===== src/logic/iolcm_pkg.sv =====
// Package: register map, reset values and widths of the I/O line block
package iolcm_pkg;
   localparam int LINES = 32; // Lines per controller
   localparam int AW = 8; // APB address width
   typedef logic [LINES-1:0] iolcm_vec_type;
   // Register byte addresses
   localparam logic [AW-1:0] ADDR_OWN_ON = 8'h00;
   localparam logic [AW-1:0] ADDR_OWN_OFF = 8'h04;
   localparam logic [AW-1:0] ADDR_OWN_ST = 8'h08;
   localparam logic [AW-1:0] ADDR_DRV_ON = 8'h10;
   localparam logic [AW-1:0] ADDR_DRV_OFF = 8'h14;
   localparam logic [AW-1:0] ADDR_DRV_ST = 8'h18;
   localparam logic [AW-1:0] ADDR_LVL_SET = 8'h30;
   localparam logic [AW-1:0] ADDR_LVL_CLR = 8'h34;
   localparam logic [AW-1:0] ADDR_LVL_ST = 8'h38;
   localparam logic [AW-1:0] ADDR_PIN = 8'h3c;
   localparam logic [AW-1:0] ADDR_OD_ON = 8'h50;
   localparam logic [AW-1:0] ADDR_OD_OFF = 8'h54;
   localparam logic [AW-1:0] ADDR_OD_ST = 8'h58;
   localparam logic [AW-1:0] ADDR_PU_OFF = 8'h60;
   localparam logic [AW-1:0] ADDR_PU_ON = 8'h64;
   localparam logic [AW-1:0] ADDR_PU_ST = 8'h68;
   localparam logic [AW-1:0] ADDR_SEL_LO = 8'h70;
   localparam logic [AW-1:0] ADDR_SEL_HI = 8'h74;
   localparam logic [AW-1:0] ADDR_PD_OFF = 8'h90;
   localparam logic [AW-1:0] ADDR_PD_ON = 8'h94;
   localparam logic [AW-1:0] ADDR_PD_ST = 8'h98;
   localparam logic [AW-1:0] ADDR_DW_ON = 8'ha0;
   localparam logic [AW-1:0] ADDR_DW_OFF = 8'ha4;
   localparam logic [AW-1:0] ADDR_DW_ST = 8'ha8;
   localparam logic [AW-1:0] ADDR_CLK = 8'hb0;
   localparam int CLK_ON_BIT = 0; // Peripheral clock enable bit
   // Reset values
   localparam iolcm_vec_type RST_ZERO = 32'h0000_0000;
   localparam iolcm_vec_type RST_ONES = 32'hffff_ffff;
   localparam iolcm_vec_type RST_OWN = 32'hffff_ffff;
   localparam iolcm_vec_type RST_PU = 32'h0000_0000;
   localparam iolcm_vec_type RST_PD = 32'hffff_ffff;
   localparam iolcm_vec_type RST_MUXED = 32'hffff_ffff;
   localparam logic [4*LINES-1:0] RST_PRESENT = {4{32'hffff_ffff}};
endpackage


===== src/logic/iolcm_out_mux.sv =====
// Per-line output path: ownership, function select and open drain
`timescale 1ns/1ps
`default_nettype none
module iolcm_out_mux (
   input wire iolcm_pkg::iolcm_vec_type own,
   input wire iolcm_pkg::iolcm_vec_type sel_lo,
   input wire iolcm_pkg::iolcm_vec_type sel_hi,
   input wire iolcm_pkg::iolcm_vec_type drive,
   input wire iolcm_pkg::iolcm_vec_type level,
   input wire iolcm_pkg::iolcm_vec_type open_drain,
   input wire logic [4*iolcm_pkg::LINES-1:0] fn_out,
   input wire logic [4*iolcm_pkg::LINES-1:0] fn_oe,
   input wire logic [4*iolcm_pkg::LINES-1:0] present,
   output logic [iolcm_pkg::LINES-1:0] next_pad_out,
   output logic [iolcm_pkg::LINES-1:0] next_pad_oe
);
   import iolcm_pkg::*;
   genvar i;
   // One slice per line
   generate
      for (i = 0; i < LINES; i = i + 1) begin : g_line
         wire [1:0] code; // Function code A=0 .. D=3
         wire [5:0] idx; // Function code times 16; not used to index the function busses
         wire fn_here; // Selected function exists on this line
         wire raw_val; // Level before open-drain shaping
         wire raw_oe; // Enable before open-drain shaping
         assign code = {sel_hi[i], sel_lo[i]};
         assign idx = {code, 4'h0} ^ 6'h00;
         // Unknown function: stored, but nothing drives
         assign fn_here = present[{code, 5'(i)}];
         // Controller owns: drive/level; else the function
         assign raw_val = own[i] ? level[i] : fn_out[{code, 5'(i)}];
         assign raw_oe = own[i] ? drive[i]
                                : (fn_here & fn_oe[{code, 5'(i)}]);
         // Open drain only ever pulls low, in either ownership
         assign next_pad_out[i] = raw_val & ~open_drain[i];
         assign next_pad_oe[i] = raw_oe & ~(open_drain[i] & raw_val);
      end
   endgenerate
endmodule
`default_nettype wire


===== src/logic/iolcm_top.sv =====
// I/O line control and peripheral multiplexer with APB register file
//
// Added by the designer: the register offsets and the APB interface to the registers.
`timescale 1ns/1ps
`default_nettype none
module iolcm_top #(
   parameter iolcm_pkg::iolcm_vec_type OWN_RESET = iolcm_pkg::RST_OWN,
   parameter iolcm_pkg::iolcm_vec_type MUXED = iolcm_pkg::RST_MUXED,
   parameter iolcm_pkg::iolcm_vec_type PU_RESET = iolcm_pkg::RST_PU,
   parameter iolcm_pkg::iolcm_vec_type PD_RESET = iolcm_pkg::RST_PD,
   parameter logic [4*iolcm_pkg::LINES-1:0] PRESENT =
      iolcm_pkg::RST_PRESENT
) (
   input wire logic clk,
   input wire logic reset_n,
   input wire logic psel,
   input wire logic penable,
   input wire logic pwrite,
   input wire logic [iolcm_pkg::AW-1:0] paddr,
   input wire logic [31:0] pwdata,
   output logic pready,
   output logic [31:0] prdata,
   output logic pslverr,
   input wire iolcm_pkg::iolcm_vec_type pad_in,
   output iolcm_pkg::iolcm_vec_type pad_out,
   output iolcm_pkg::iolcm_vec_type pad_oe,
   output iolcm_pkg::iolcm_vec_type pad_pullup_off,
   output iolcm_pkg::iolcm_vec_type pad_pulldown_off,
   input wire logic [4*iolcm_pkg::LINES-1:0] fn_out,
   input wire logic [4*iolcm_pkg::LINES-1:0] fn_oe,
   output iolcm_pkg::iolcm_vec_type periph_in
);
   import iolcm_pkg::*;

   // Status registers
   iolcm_vec_type ownership_state; // One: controller drives
   iolcm_vec_type func_select_lo; // First select bit
   iolcm_vec_type func_select_hi; // Second select bit
   iolcm_vec_type drive_state; // One: output enabled
   iolcm_vec_type level_state; // Level when driven
   iolcm_vec_type direct_write_mask; // Direct level write mask
   iolcm_vec_type open_drain_state; // One: open drain
   iolcm_vec_type pullup_state; // One: pull-up off
   iolcm_vec_type pulldown_state; // One: pull-down off
   logic clk_on; // Peripheral clock enable
   iolcm_vec_type pin_level; // Pin level seen by software
   // Pin synchroniser
   iolcm_vec_type sync1; // First stage, read by sync2 only
   iolcm_vec_type sync2; // Second stage
   iolcm_vec_type sync3; // Third stage
   iolcm_vec_type pin_seen; // Settled pin level
   // Bus decode and line mux results
   logic [31:0] next_prdata; // Read mux result
   logic next_err; // Unmapped address
   iolcm_vec_type next_pad_out; // Line mux level
   iolcm_vec_type next_pad_oe; // Line mux enable

   // Write strobe for one register address
   function automatic logic hit(input logic [AW-1:0] a,
                                input logic [AW-1:0] t,
                                input logic we);
      hit = we && (a == t);
   endfunction

   // Set/clear update: only written ones act
   function automatic iolcm_vec_type setclr(input iolcm_vec_type cur,
                                            input logic s,
                                            input logic c,
                                            input iolcm_vec_type d);
      iolcm_vec_type r;
      r = cur;
      if (s) begin
         r = r | d;
      end
      if (c) begin
         r = r & ~d;
      end
      setclr = r;
   endfunction

   wire setup = psel & ~penable; // APB setup phase
   // Write commits only in the access cycle with pready high
   wire we = psel & penable & pready & pwrite;
   wire [31:0] wd = pwdata; // Write data alias
   wire w_own_on = hit(paddr, ADDR_OWN_ON, we);
   wire w_own_off = hit(paddr, ADDR_OWN_OFF, we);
   wire w_drv_on = hit(paddr, ADDR_DRV_ON, we);
   wire w_drv_off = hit(paddr, ADDR_DRV_OFF, we);
   wire w_lvl_set = hit(paddr, ADDR_LVL_SET, we);
   wire w_lvl_clr = hit(paddr, ADDR_LVL_CLR, we);
   wire w_lvl_st = hit(paddr, ADDR_LVL_ST, we);
   wire w_od_on = hit(paddr, ADDR_OD_ON, we);
   wire w_od_off = hit(paddr, ADDR_OD_OFF, we);
   wire w_pu_on = hit(paddr, ADDR_PU_ON, we);
   wire w_pu_off = hit(paddr, ADDR_PU_OFF, we);
   wire w_pd_on = hit(paddr, ADDR_PD_ON, we);
   wire w_pd_off = hit(paddr, ADDR_PD_OFF, we);
   wire w_sel_lo = hit(paddr, ADDR_SEL_LO, we);
   wire w_sel_hi = hit(paddr, ADDR_SEL_HI, we);
   wire w_dw_on = hit(paddr, ADDR_DW_ON, we);
   wire w_dw_off = hit(paddr, ADDR_DW_OFF, we);
   wire w_clk = hit(paddr, ADDR_CLK, we);
   // A pull enable only lands where the other pull is off
   wire [31:0] pu_on_ok = wd & pulldown_state;
   wire [31:0] pd_on_ok = wd & pullup_state;
   // Unmuxed lines take no ownership or select writes
   wire [31:0] wd_mux = wd & MUXED;
   // Masked direct write
   wire [31:0] lvl_direct =
      (level_state & ~direct_write_mask) | (wd & direct_write_mask);

   // Read mux; reserved space reads zero and flags an error
   always_comb begin
      next_prdata = 32'h0000_0000;
      next_err = 1'b0;
      case (paddr)
         ADDR_OWN_ST: next_prdata = ownership_state;
         ADDR_SEL_LO: next_prdata = func_select_lo;
         ADDR_SEL_HI: next_prdata = func_select_hi;
         ADDR_DRV_ST: next_prdata = drive_state;
         ADDR_LVL_ST: next_prdata = level_state;
         ADDR_PIN: next_prdata = pin_level;
         ADDR_OD_ST: next_prdata = open_drain_state;
         ADDR_PU_ST: next_prdata = pullup_state;
         ADDR_PD_ST: next_prdata = pulldown_state;
         ADDR_DW_ST: next_prdata = direct_write_mask;
         ADDR_CLK: next_prdata = {31'h0000_0000, clk_on};
         // Write-only strobes read as zero
         ADDR_OWN_ON, ADDR_OWN_OFF, ADDR_DRV_ON, ADDR_DRV_OFF,
         ADDR_LVL_SET, ADDR_LVL_CLR, ADDR_OD_ON, ADDR_OD_OFF,
         ADDR_PU_ON, ADDR_PU_OFF, ADDR_PD_ON, ADDR_PD_OFF,
         ADDR_DW_ON, ADDR_DW_OFF: next_prdata = 32'h0000_0000;
         default: next_err = 1'b1;
      endcase
   end

   // APB answer: one wait-free access cycle after each setup
   always_ff @(posedge clk or negedge reset_n) begin
      if (!reset_n) begin
         pready <= 1'b0;
         prdata <= 32'h0000_0000;
         pslverr <= 1'b0;
      end else begin
         pready <= setup;
         prdata <= setup ? next_prdata : 32'h0000_0000;
         pslverr <= setup & next_err;
      end
   end

   // Ownership and function select; no clock gate on writes
   always_ff @(posedge clk or negedge reset_n) begin
      if (!reset_n) begin
         ownership_state <= OWN_RESET | ~MUXED;
         func_select_lo <= RST_ZERO;
         func_select_hi <= RST_ZERO;
      end else begin
         ownership_state <= setclr(ownership_state, w_own_on,
                                   w_own_off, wd_mux);
         // Stored whatever the ownership or code
         if (w_sel_lo) begin
            func_select_lo <= (func_select_lo & ~MUXED) | wd_mux;
         end
         if (w_sel_hi) begin
            func_select_hi <= (func_select_hi & ~MUXED) | wd_mux;
         end
      end
   end

   // Drive, level and mask; held even while peripheral owned
   always_ff @(posedge clk or negedge reset_n) begin
      if (!reset_n) begin
         drive_state <= RST_ZERO;
         level_state <= RST_ZERO;
         direct_write_mask <= RST_ZERO;
      end else begin
         drive_state <= setclr(drive_state, w_drv_on, w_drv_off,
                               wd);
         level_state <= w_lvl_st ? lvl_direct :
            setclr(level_state, w_lvl_set, w_lvl_clr, wd);
         direct_write_mask <= setclr(direct_write_mask, w_dw_on,
                                     w_dw_off, wd);
      end
   end

   // Pulls and open drain
   always_ff @(posedge clk or negedge reset_n) begin
      if (!reset_n) begin
         pullup_state <= PU_RESET;
         pulldown_state <= PD_RESET;
         open_drain_state <= RST_ZERO;
      end else begin
         pullup_state <= setclr(pullup_state, w_pu_off, w_pu_on,
            w_pu_on ? pu_on_ok : wd);
         pulldown_state <= setclr(pulldown_state, w_pd_off, w_pd_on,
            w_pd_on ? pd_on_ok : wd);
         open_drain_state <= setclr(open_drain_state, w_od_on,
                                    w_od_off, wd);
      end
   end

   // Peripheral clock gate starts off
   always_ff @(posedge clk or negedge reset_n) begin
      if (!reset_n) begin
         clk_on <= 1'b0;
      end else if (w_clk) begin
         clk_on <= wd[CLK_ON_BIT];
      end
   end

   // Three-stage pin sampling; a change counts once sync2 and sync3 agree
   always_ff @(posedge clk or negedge reset_n) begin
      if (!reset_n) begin
         sync1 <= RST_ZERO;
         sync2 <= RST_ZERO;
         sync3 <= RST_ZERO;
         pin_seen <= RST_ZERO;
      end else begin
         sync1 <= pad_in;
         sync2 <= sync1;
         sync3 <= sync2;
         pin_seen <= (pin_seen & (sync2 ^ sync3)) |
                     (sync3 & ~(sync2 ^ sync3));
      end
   end

   // Peripherals always see the pin; software only with clock on
   always_ff @(posedge clk or negedge reset_n) begin
      if (!reset_n) begin
         periph_in <= RST_ZERO;
         pin_level <= RST_ZERO;
      end else begin
         periph_in <= pin_seen;
         // Frozen at the last seen level while gated
         if (clk_on) begin
            pin_level <= pin_seen;
         end
      end
   end

   // Per-line output selection
   iolcm_out_mux u_mux (
      .own(ownership_state),
      .sel_lo(func_select_lo),
      .sel_hi(func_select_hi),
      .drive(drive_state),
      .level(level_state),
      .open_drain(open_drain_state),
      .fn_out(fn_out),
      .fn_oe(fn_oe),
      .present(PRESENT),
      .next_pad_out(next_pad_out),
      .next_pad_oe(next_pad_oe)
   );

   // Pad outputs registered to avoid glitches on the pins
   always_ff @(posedge clk or negedge reset_n) begin
      if (!reset_n) begin
         pad_out <= RST_ZERO;
         pad_oe <= RST_ZERO;
         pad_pullup_off <= PU_RESET;
         pad_pulldown_off <= PD_RESET;
      end else begin
         pad_out <= next_pad_out;
         pad_oe <= next_pad_oe;
         pad_pullup_off <= pullup_state;
         pad_pulldown_off <= pulldown_state;
      end
   end

   // Checks
   AST_PU_OFF: assert property (@(posedge clk) disable iff (!reset_n)
      w_pu_off |=> (pullup_state & $past(wd)) == $past(wd))
      else $error("pull-up disable did not set status");
   AST_PD_DISCARD: assert property (@(posedge clk)
      disable iff (!reset_n)
      w_pd_on |=> (pulldown_state & $past(~pullup_state)) ==
         $past(pulldown_state & ~pullup_state))
      else $error("pull-down enabled while pull-up active");
   AST_PD_ON: assert property (@(posedge clk) disable iff (!reset_n)
      w_pd_on |=> (pulldown_state & $past(pd_on_ok)) == 32'h0)
      else $error("pull-down enable did not clear status");
   AST_OWN_FIXED: assert property (@(posedge clk)
      disable iff (!reset_n)
      (ownership_state | MUXED) == RST_ONES)
      else $error("unmuxed line lost controller ownership");
   AST_OWN_OFF: assert property (@(posedge clk) disable iff (!reset_n)
      w_own_off |=> (ownership_state & $past(wd_mux)) == 32'h0)
      else $error("ownership disable ignored");
   AST_DIRECT: assert property (@(posedge clk) disable iff (!reset_n)
      w_lvl_st |=> level_state == $past(lvl_direct)
         && ($past(level_state) ^ level_state &
             ~$past(direct_write_mask)) == 32'h0)
      else $error("direct write touched masked line");
   AST_OD_LOW: assert property (@(posedge clk) disable iff (!reset_n)
      (pad_oe & pad_out & $past(open_drain_state)) == 32'h0)
      else $error("open-drain line driven high");
   AST_GATED: assert property (@(posedge clk) disable iff (!reset_n)
      !clk_on |=> $stable(pin_level))
      else $error("pin level changed with clock gated");
   AST_PIN_IN: assert property (@(posedge clk) disable iff (!reset_n)
      (sync2 == sync3) |=> ##1 periph_in == $past(sync3, 2))
      else $error("peripheral input not following pin");
   AST_DRV_ON: assert property (@(posedge clk) disable iff (!reset_n)
      w_drv_on |=> (drive_state & $past(wd)) == $past(wd))
      else $error("drive enable write lost");
endmodule
`default_nettype wire


===== config.mk =====
export PLATFORM = sky130hd
export DESIGN_NAME = iolcm_top
export DESIGN_NICKNAME = d
export VERILOG_FILES = /design/src/logic/iolcm_pkg.sv /design/src/logic/iolcm_out_mux.sv /design/src/logic/iolcm_top.sv
export SDC_FILE = /design/constraint.sdc
export NUM_CORES = 1
export LEC_CHECK = 0
export BUFFER_PORTS_ARGS = -buffer_cell sky130_fd_sc_hd__buf_2
export CORE_ASPECT_RATIO = 0.9
export CORE_MARGIN = 2
export CORE_UTILIZATION = 55
export DETAILED_ROUTE_END_ITERATION = 6
export PLACE_DENSITY_LB_ADDON = 0.05
export SLEW_MARGIN = 20
export SYNTH_ARGS = -nofsm -noshare
export SYNTH_HDL_FRONTEND = slang
export SYNTH_SLANG_ARGS = --single-unit

===== constraint.sdc =====
create_clock -name clk -period 2.65 [get_ports clk]
set_clock_uncertainty 0.2 [all_clocks]
set_input_delay 0.265 -clock clk [delete_from_list [all_inputs] [get_ports clk]]
set_output_delay 0.265 -clock clk [all_outputs]
set_load 0.05 [all_outputs]

; ---- Word level (Yosys, flattened, before mapping)
; Index checks and enable logic that the tools add are counted.
[classes]
n_bitwise = 226
eq_ne = 24
n_reduce_logical = 20
n_mux = 276
order_cmp = 32
[op_table]
columns = cell, n
row1 = 2-to-1 mux 32 bit, 18
row2 = bitwise AND 32 bit, 13
row3 = one-hot mux 32 bit (11 select lines), 1
row4 = bitwise OR 32 bit, 9
row5 = less-than comparator 7 x 8 -> 1 bit (second input constant), 32
row6 = binary-select mux 1 bit (select 2 bit), 96
row7 = 2-to-1 mux 1 bit, 161
row8 = inverter 32 bit, 5
row9 = bitwise AND 1 bit, 133
row10 = inverter 1 bit, 65
row11 = equality test 8 x 7 -> 1 bit (second input constant), 8
row12 = equality test 8 bit (second input constant), 7
row13 = equality test 8 x 6 -> 1 bit (second input constant), 4
row14 = XOR 32 bit, 1
row15 = OR reduction 25 bit, 1
row16 = equality test 8 x 5 -> 1 bit (second input constant), 3
row17 = logical AND 1 bit, 18
row18 = equality test 8 x 3 -> 1 bit (second input constant), 1
row19 = equality test 8 x 4 -> 1 bit (second input constant), 1
row20 = zero test 8 bit, 1
[totals]
reg_bits = 643
out_inout_bits = 194
elab_cells = 601
input_bits = 333

; ---- Depth between registers and ports, before layout
[logic_depth]
ltp_word = 9
mapped_depth = 8
mapped_depth_nobuf = 5

; ---- Hierarchy
; Synthesis repeated with hierarchy kept, for this count alone.
[unflattened]
hier_cells = 2377
hier_area_um2 = 27665.3
[by_module_without_submodules]
columns = module, seq_area_each_um2, n_inst, cells_each, area_each_um2
row1 = iolcm_top, 16210.5, 1, 1865, 24379.6
row2 = iolcm_out_mux, 0.0, 1, 512, 3285.7

; ---- Worst setup path after synthesis
; No wires, ideal clock.
[synth_timing]
kind = register -> register
startpoint = register pready
endpoint = register func_select_lo[10]
period_less_slack_ns = 2.411
path_buffers = 1
path_stages_with_launch = 5
setup_time_ns = 0.125
required_time_ns = 2.325
arrival_ns = 2.087
slack_ns = 0.239
cell_sequence = dfrtp_1 nand4_1 nor4_4 buf_2 mux2_2
[synth_via]
elab_chain_len = 3
[synth_rtl]
columns = item, line
row1 = from (decl), iolcm_top.sv:21  ; output logic pready,
row2 = from (signal assigned), iolcm_top.sv:144  ; pready <= setup;
row3 = bitwise AND 1 bit (2 in a row), iolcm_top.sv:83  ; wire we = psel & penable & pready & pwrite;
row4 = logical AND 1 bit, iolcm_top.sv:62  ; hit = we && (a == t);
row5 = to (signal assigned), iolcm_top.sv:161  ; func_select_lo <= (func_select_lo & ~MUXED) | wd_mux;
row6 = to (decl), iolcm_top.sv:37  ; iolcm_vec_type func_select_lo;
; No other way between the ends.
; A chain may end at the register's enable or synchronous reset.

; ---- Worst setup path in the final report
[layout_timing]
startpoint = register func_select_lo[8]
endpoint = register pad_oe[8]
[layout_via]
elab_chain_len = 6
elab_cells_between_ends = 12
cone_classes = mux (8) / bitwise (4)
[layout_rtl]
columns = item, line
row1 = binary-select mux 1 bit (select 2 bit), iolcm_out_mux.sv:32  ; assign raw_val = own[i] ? level[i] : fn_out[{code, 5'(i)}];
row2 = 2-to-1 mux 1 bit (implied by the code), iolcm_out_mux.sv:32
row3 = 2-to-1 mux 1 bit, iolcm_out_mux.sv:32
row4 = bitwise AND 1 bit, iolcm_out_mux.sv:37  ; assign next_pad_oe[i] = raw_oe & ~(open_drain[i] & raw_val);
row5 = inverter 1 bit, iolcm_out_mux.sv:37
row6 = bitwise AND 1 bit (*), iolcm_out_mux.sv:37
row7 = via next_pad_oe[8], iolcm_top.sv:56  ; iolcm_vec_type next_pad_oe;
row8 = to (signal assigned), iolcm_top.sv:264  ; pad_oe <= next_pad_oe;
row9 = to (decl), iolcm_top.sv:26  ; output iolcm_pkg::iolcm_vec_type pad_oe,
; Mark *: on every way through the listed nets, which the timed path passes. The rest lies on a longest branch. The select of a mux whose other input is x is not followed.

==> metrics.yaml <==
status: "complete, but fails checks"
failed_checks: "design-rule violations"
p_leak_nw: 15.3
startpoint: "func_select_lo[8]"
grt_max_degree: 94
synth_common_cells: "547 x dfrtp_1, 263 x a21oi_1, 111 x clkbuf_1, 96 x dfstp_2, 91 x mux2_2"
cp_max_fo: 4
yosys.area.top_type_share: 0.509
start_util: 0.559
path_class: "register to register"
avgSynthCellArea_um2: 12.8
rsz0062_at_grt: "false"
dieArea_mm2: 0.0507
fmax_mhz: 388
r2r_end: "pad_oe[8]"
num-nets-final: 3131
cts_root_buf: "clkbuf_16"
synth-main-ff-cell: "dfrtp_1"
max-slew-margin-rel: 0.293
setup_tns_ns: 0
synthArstFlopShare: 1.00
grt.total_usage: 0.368
gp_congestion: 0.933
grt_pass1_wl_um: 138000
post-route-period-util: 0.972
synth_cell_types: 64
port_buffers: 526
yosys-top-cells-area: "dfrtp_1 51%, dfstp_2 9.4%, mux4_2 5.4%"
path_clk_slew_ns: 0.06
synth.most_common_cell: "dfrtp_1"
critPathRequiredTime_ns: 2.95
coreArea_mm2: 0.0481
num_rows: 76
dr_total_vias: 21839
dp_hpwl_um: 60900
cts_buffer_depth: 3
clkLatencyLatePin_ns: 0.61
grt_pass1_vias: 22455
yosysSeqAreaShare: 0.603
fin_cells: 3478
hold_viol: 0
cts-buffers-inserted: 61
wl_per_cell_um: 26.8
drive_above_1_share: 0.372
syn_nets: 2429
setup_violations: 0
synthCells: 2096
crit-reg2reg-launch: "func_select_lo[8]"
yosysWarnings: 0
numClockSinks: 643
cp.arrival_ns: 2.87
power_density_mw_per_mm2: 605
post-route-util: 0.718
worst_hold_slack_ns: 0.00920
fin_area_mm2: 0.0345
antenna_found_initial: 11
worstRegToRegCells: 5
drtAntennaViolNets: 0
die-width_um: 237
cts_max_level: 2
post-place-cells: 3177
place_area_mm2: 0.0307
ys_ff_latch: 643
max_slew.worst_pin.slew_ns: 1.06
wl_um: 93100
cts_tree: "done"
synthToLayoutAreaGrowth_pct: 28.3
vias_per_cell: 6.28
peakVddDrop_mv: 0.565
period_needed_ns: 2.58
drt_iter0_markers: 2522
r2r_slack_ns: 0.07
crit_path_end_kind: "register"
drv_slew: 0
overflow: 0
die_h_um: 214
cp-endpoint: "pad_oe[8]"
yosysTopAreaCell: "dfrtp_1"
cp-start-kind: "register"
synthesis.area_mm2: 0.0269
drtPass1Iterations: 7
hold_class: "input pin to register"
drv_cap: 0
drcViolationCount: 6
synth_edf_count: 0
ios: 527
==> through the flow <==
step	worst slack, ns	power, mW
floorplan	0.239	11.2
global placement	0.198	12.0
detailed placement	0.0940	12.0
CTS	0.0357	21.0
global route	0.0323	21.5
finish	0.0735	20.9
==> worst max-delay path, cell delays in order (launching register included) <==
cell,delay [ns]
dfrtp_2,0.42
mux4_2,0.51
dlygate4sd3_1,0.58
mux2i_1,0.13
a21oi_1,0.05
dlygate4sd3_1,0.56
==> what timing repair did <==
| item | CTS | global route |
|---|---|---|
| endpoints found under the hold margin | 864 | 1 |
| gates resized for setup | 0 | 2 |
| buffers inserted | 0 | 0 |
| hold buffers | 181 | 1 |
| setup endpoints to repair | 0 | 2 |
==> where the power goes <==
group | leakage, nW | internal (mW) | total [mW] | switching (mW)
Clock | 0.984 | 5.09 | 8.78 | 3.69
Sequential | 7.94 | 10.1 | 10.3 | 0.182
Combinational | 6.34 | 0.692 | 1.81 | 1.12
Total | 15.3 | 15.9 | 20.9 | 4.99
==> layout by cell type (no fill, tap or decap), types with 64 or more instances in the layout <==
master	Yosys	routed
mux2_2	91	91
inv_1	66	66
buf_2	31	525
dfstp_2	96	96
nor2_1	81	68
a21oi_1	263	263
buf_4	6	86
mux4_2	64	64
nand3_1	69	69
dfrtp_1	547	544
mux2i_1	65	65
a22oi_1	71	71
dlygate4sd3_1	6	182
a22o_1	83	83
==> layout make-up <==
class | count | area, µm²
Clock buffer | 95 | 1780
Antenna cell | 6 | 15.0
Multi-Input combinational cell | 1212 | 9750
Tap cell | 624 | 781
Inverter | 66 | 248
Clock inverter | 18 | 220
Timing Repair Buffer | 814 | 5510
Sequential cell | 643 | 16200
Fill cell | 3396 | 13600
==> how the worst min path moves through the flow <==
| stage | slack, ns | from | cells after the start | endpoint |
|---|---|---|---|---|
| 4_1_cts | 0.0002 | fn_oe[5] | 4 | pad_oe[5] |
| 5_1_grt | 0.01 | fn_oe[87] | 4 | pad_oe[23] |
| 3_3_place_gp | 0.01 | reset_n | 1 | sync1[19] |
| 6_report | 0.009 | fn_oe[87] | 4 | pad_oe[23] |
| 2_1_floorplan | -0.23 | reset_n | 0 | asynchronous set/reset pin |
| 3_5_place_dp | 0.02 | reset_n | 1 | sync1[19] |
==> metal layers <==
layer,GRT usage,part of all wire,up-vias
met5,0,0.00077,-
li1,-,-,9219
met3,0.0838,0.099,252
met1,0.494,0.39,11066
met4,0.143,0.040,12
met2,0.593,0.47,1290
==> cells by family after synthesis <==
| kind of cell | Yosys count | synth area share |
|---|---|---|
| buffers and inverters | 241 | 0.0413 |
| muxes | 230 | 0.120 |
| AOI/OAI and AO/OA | 659 | 0.170 |
| adders and majority gates | 32 | 0.0119 |
| xor gates and xnor gates | 1 | 0.000326 |
| DFF | 643 | 0.603 |
| and+or+nand+nor | 290 | 0.0541 |
Power figures use the tool's default switching activity.
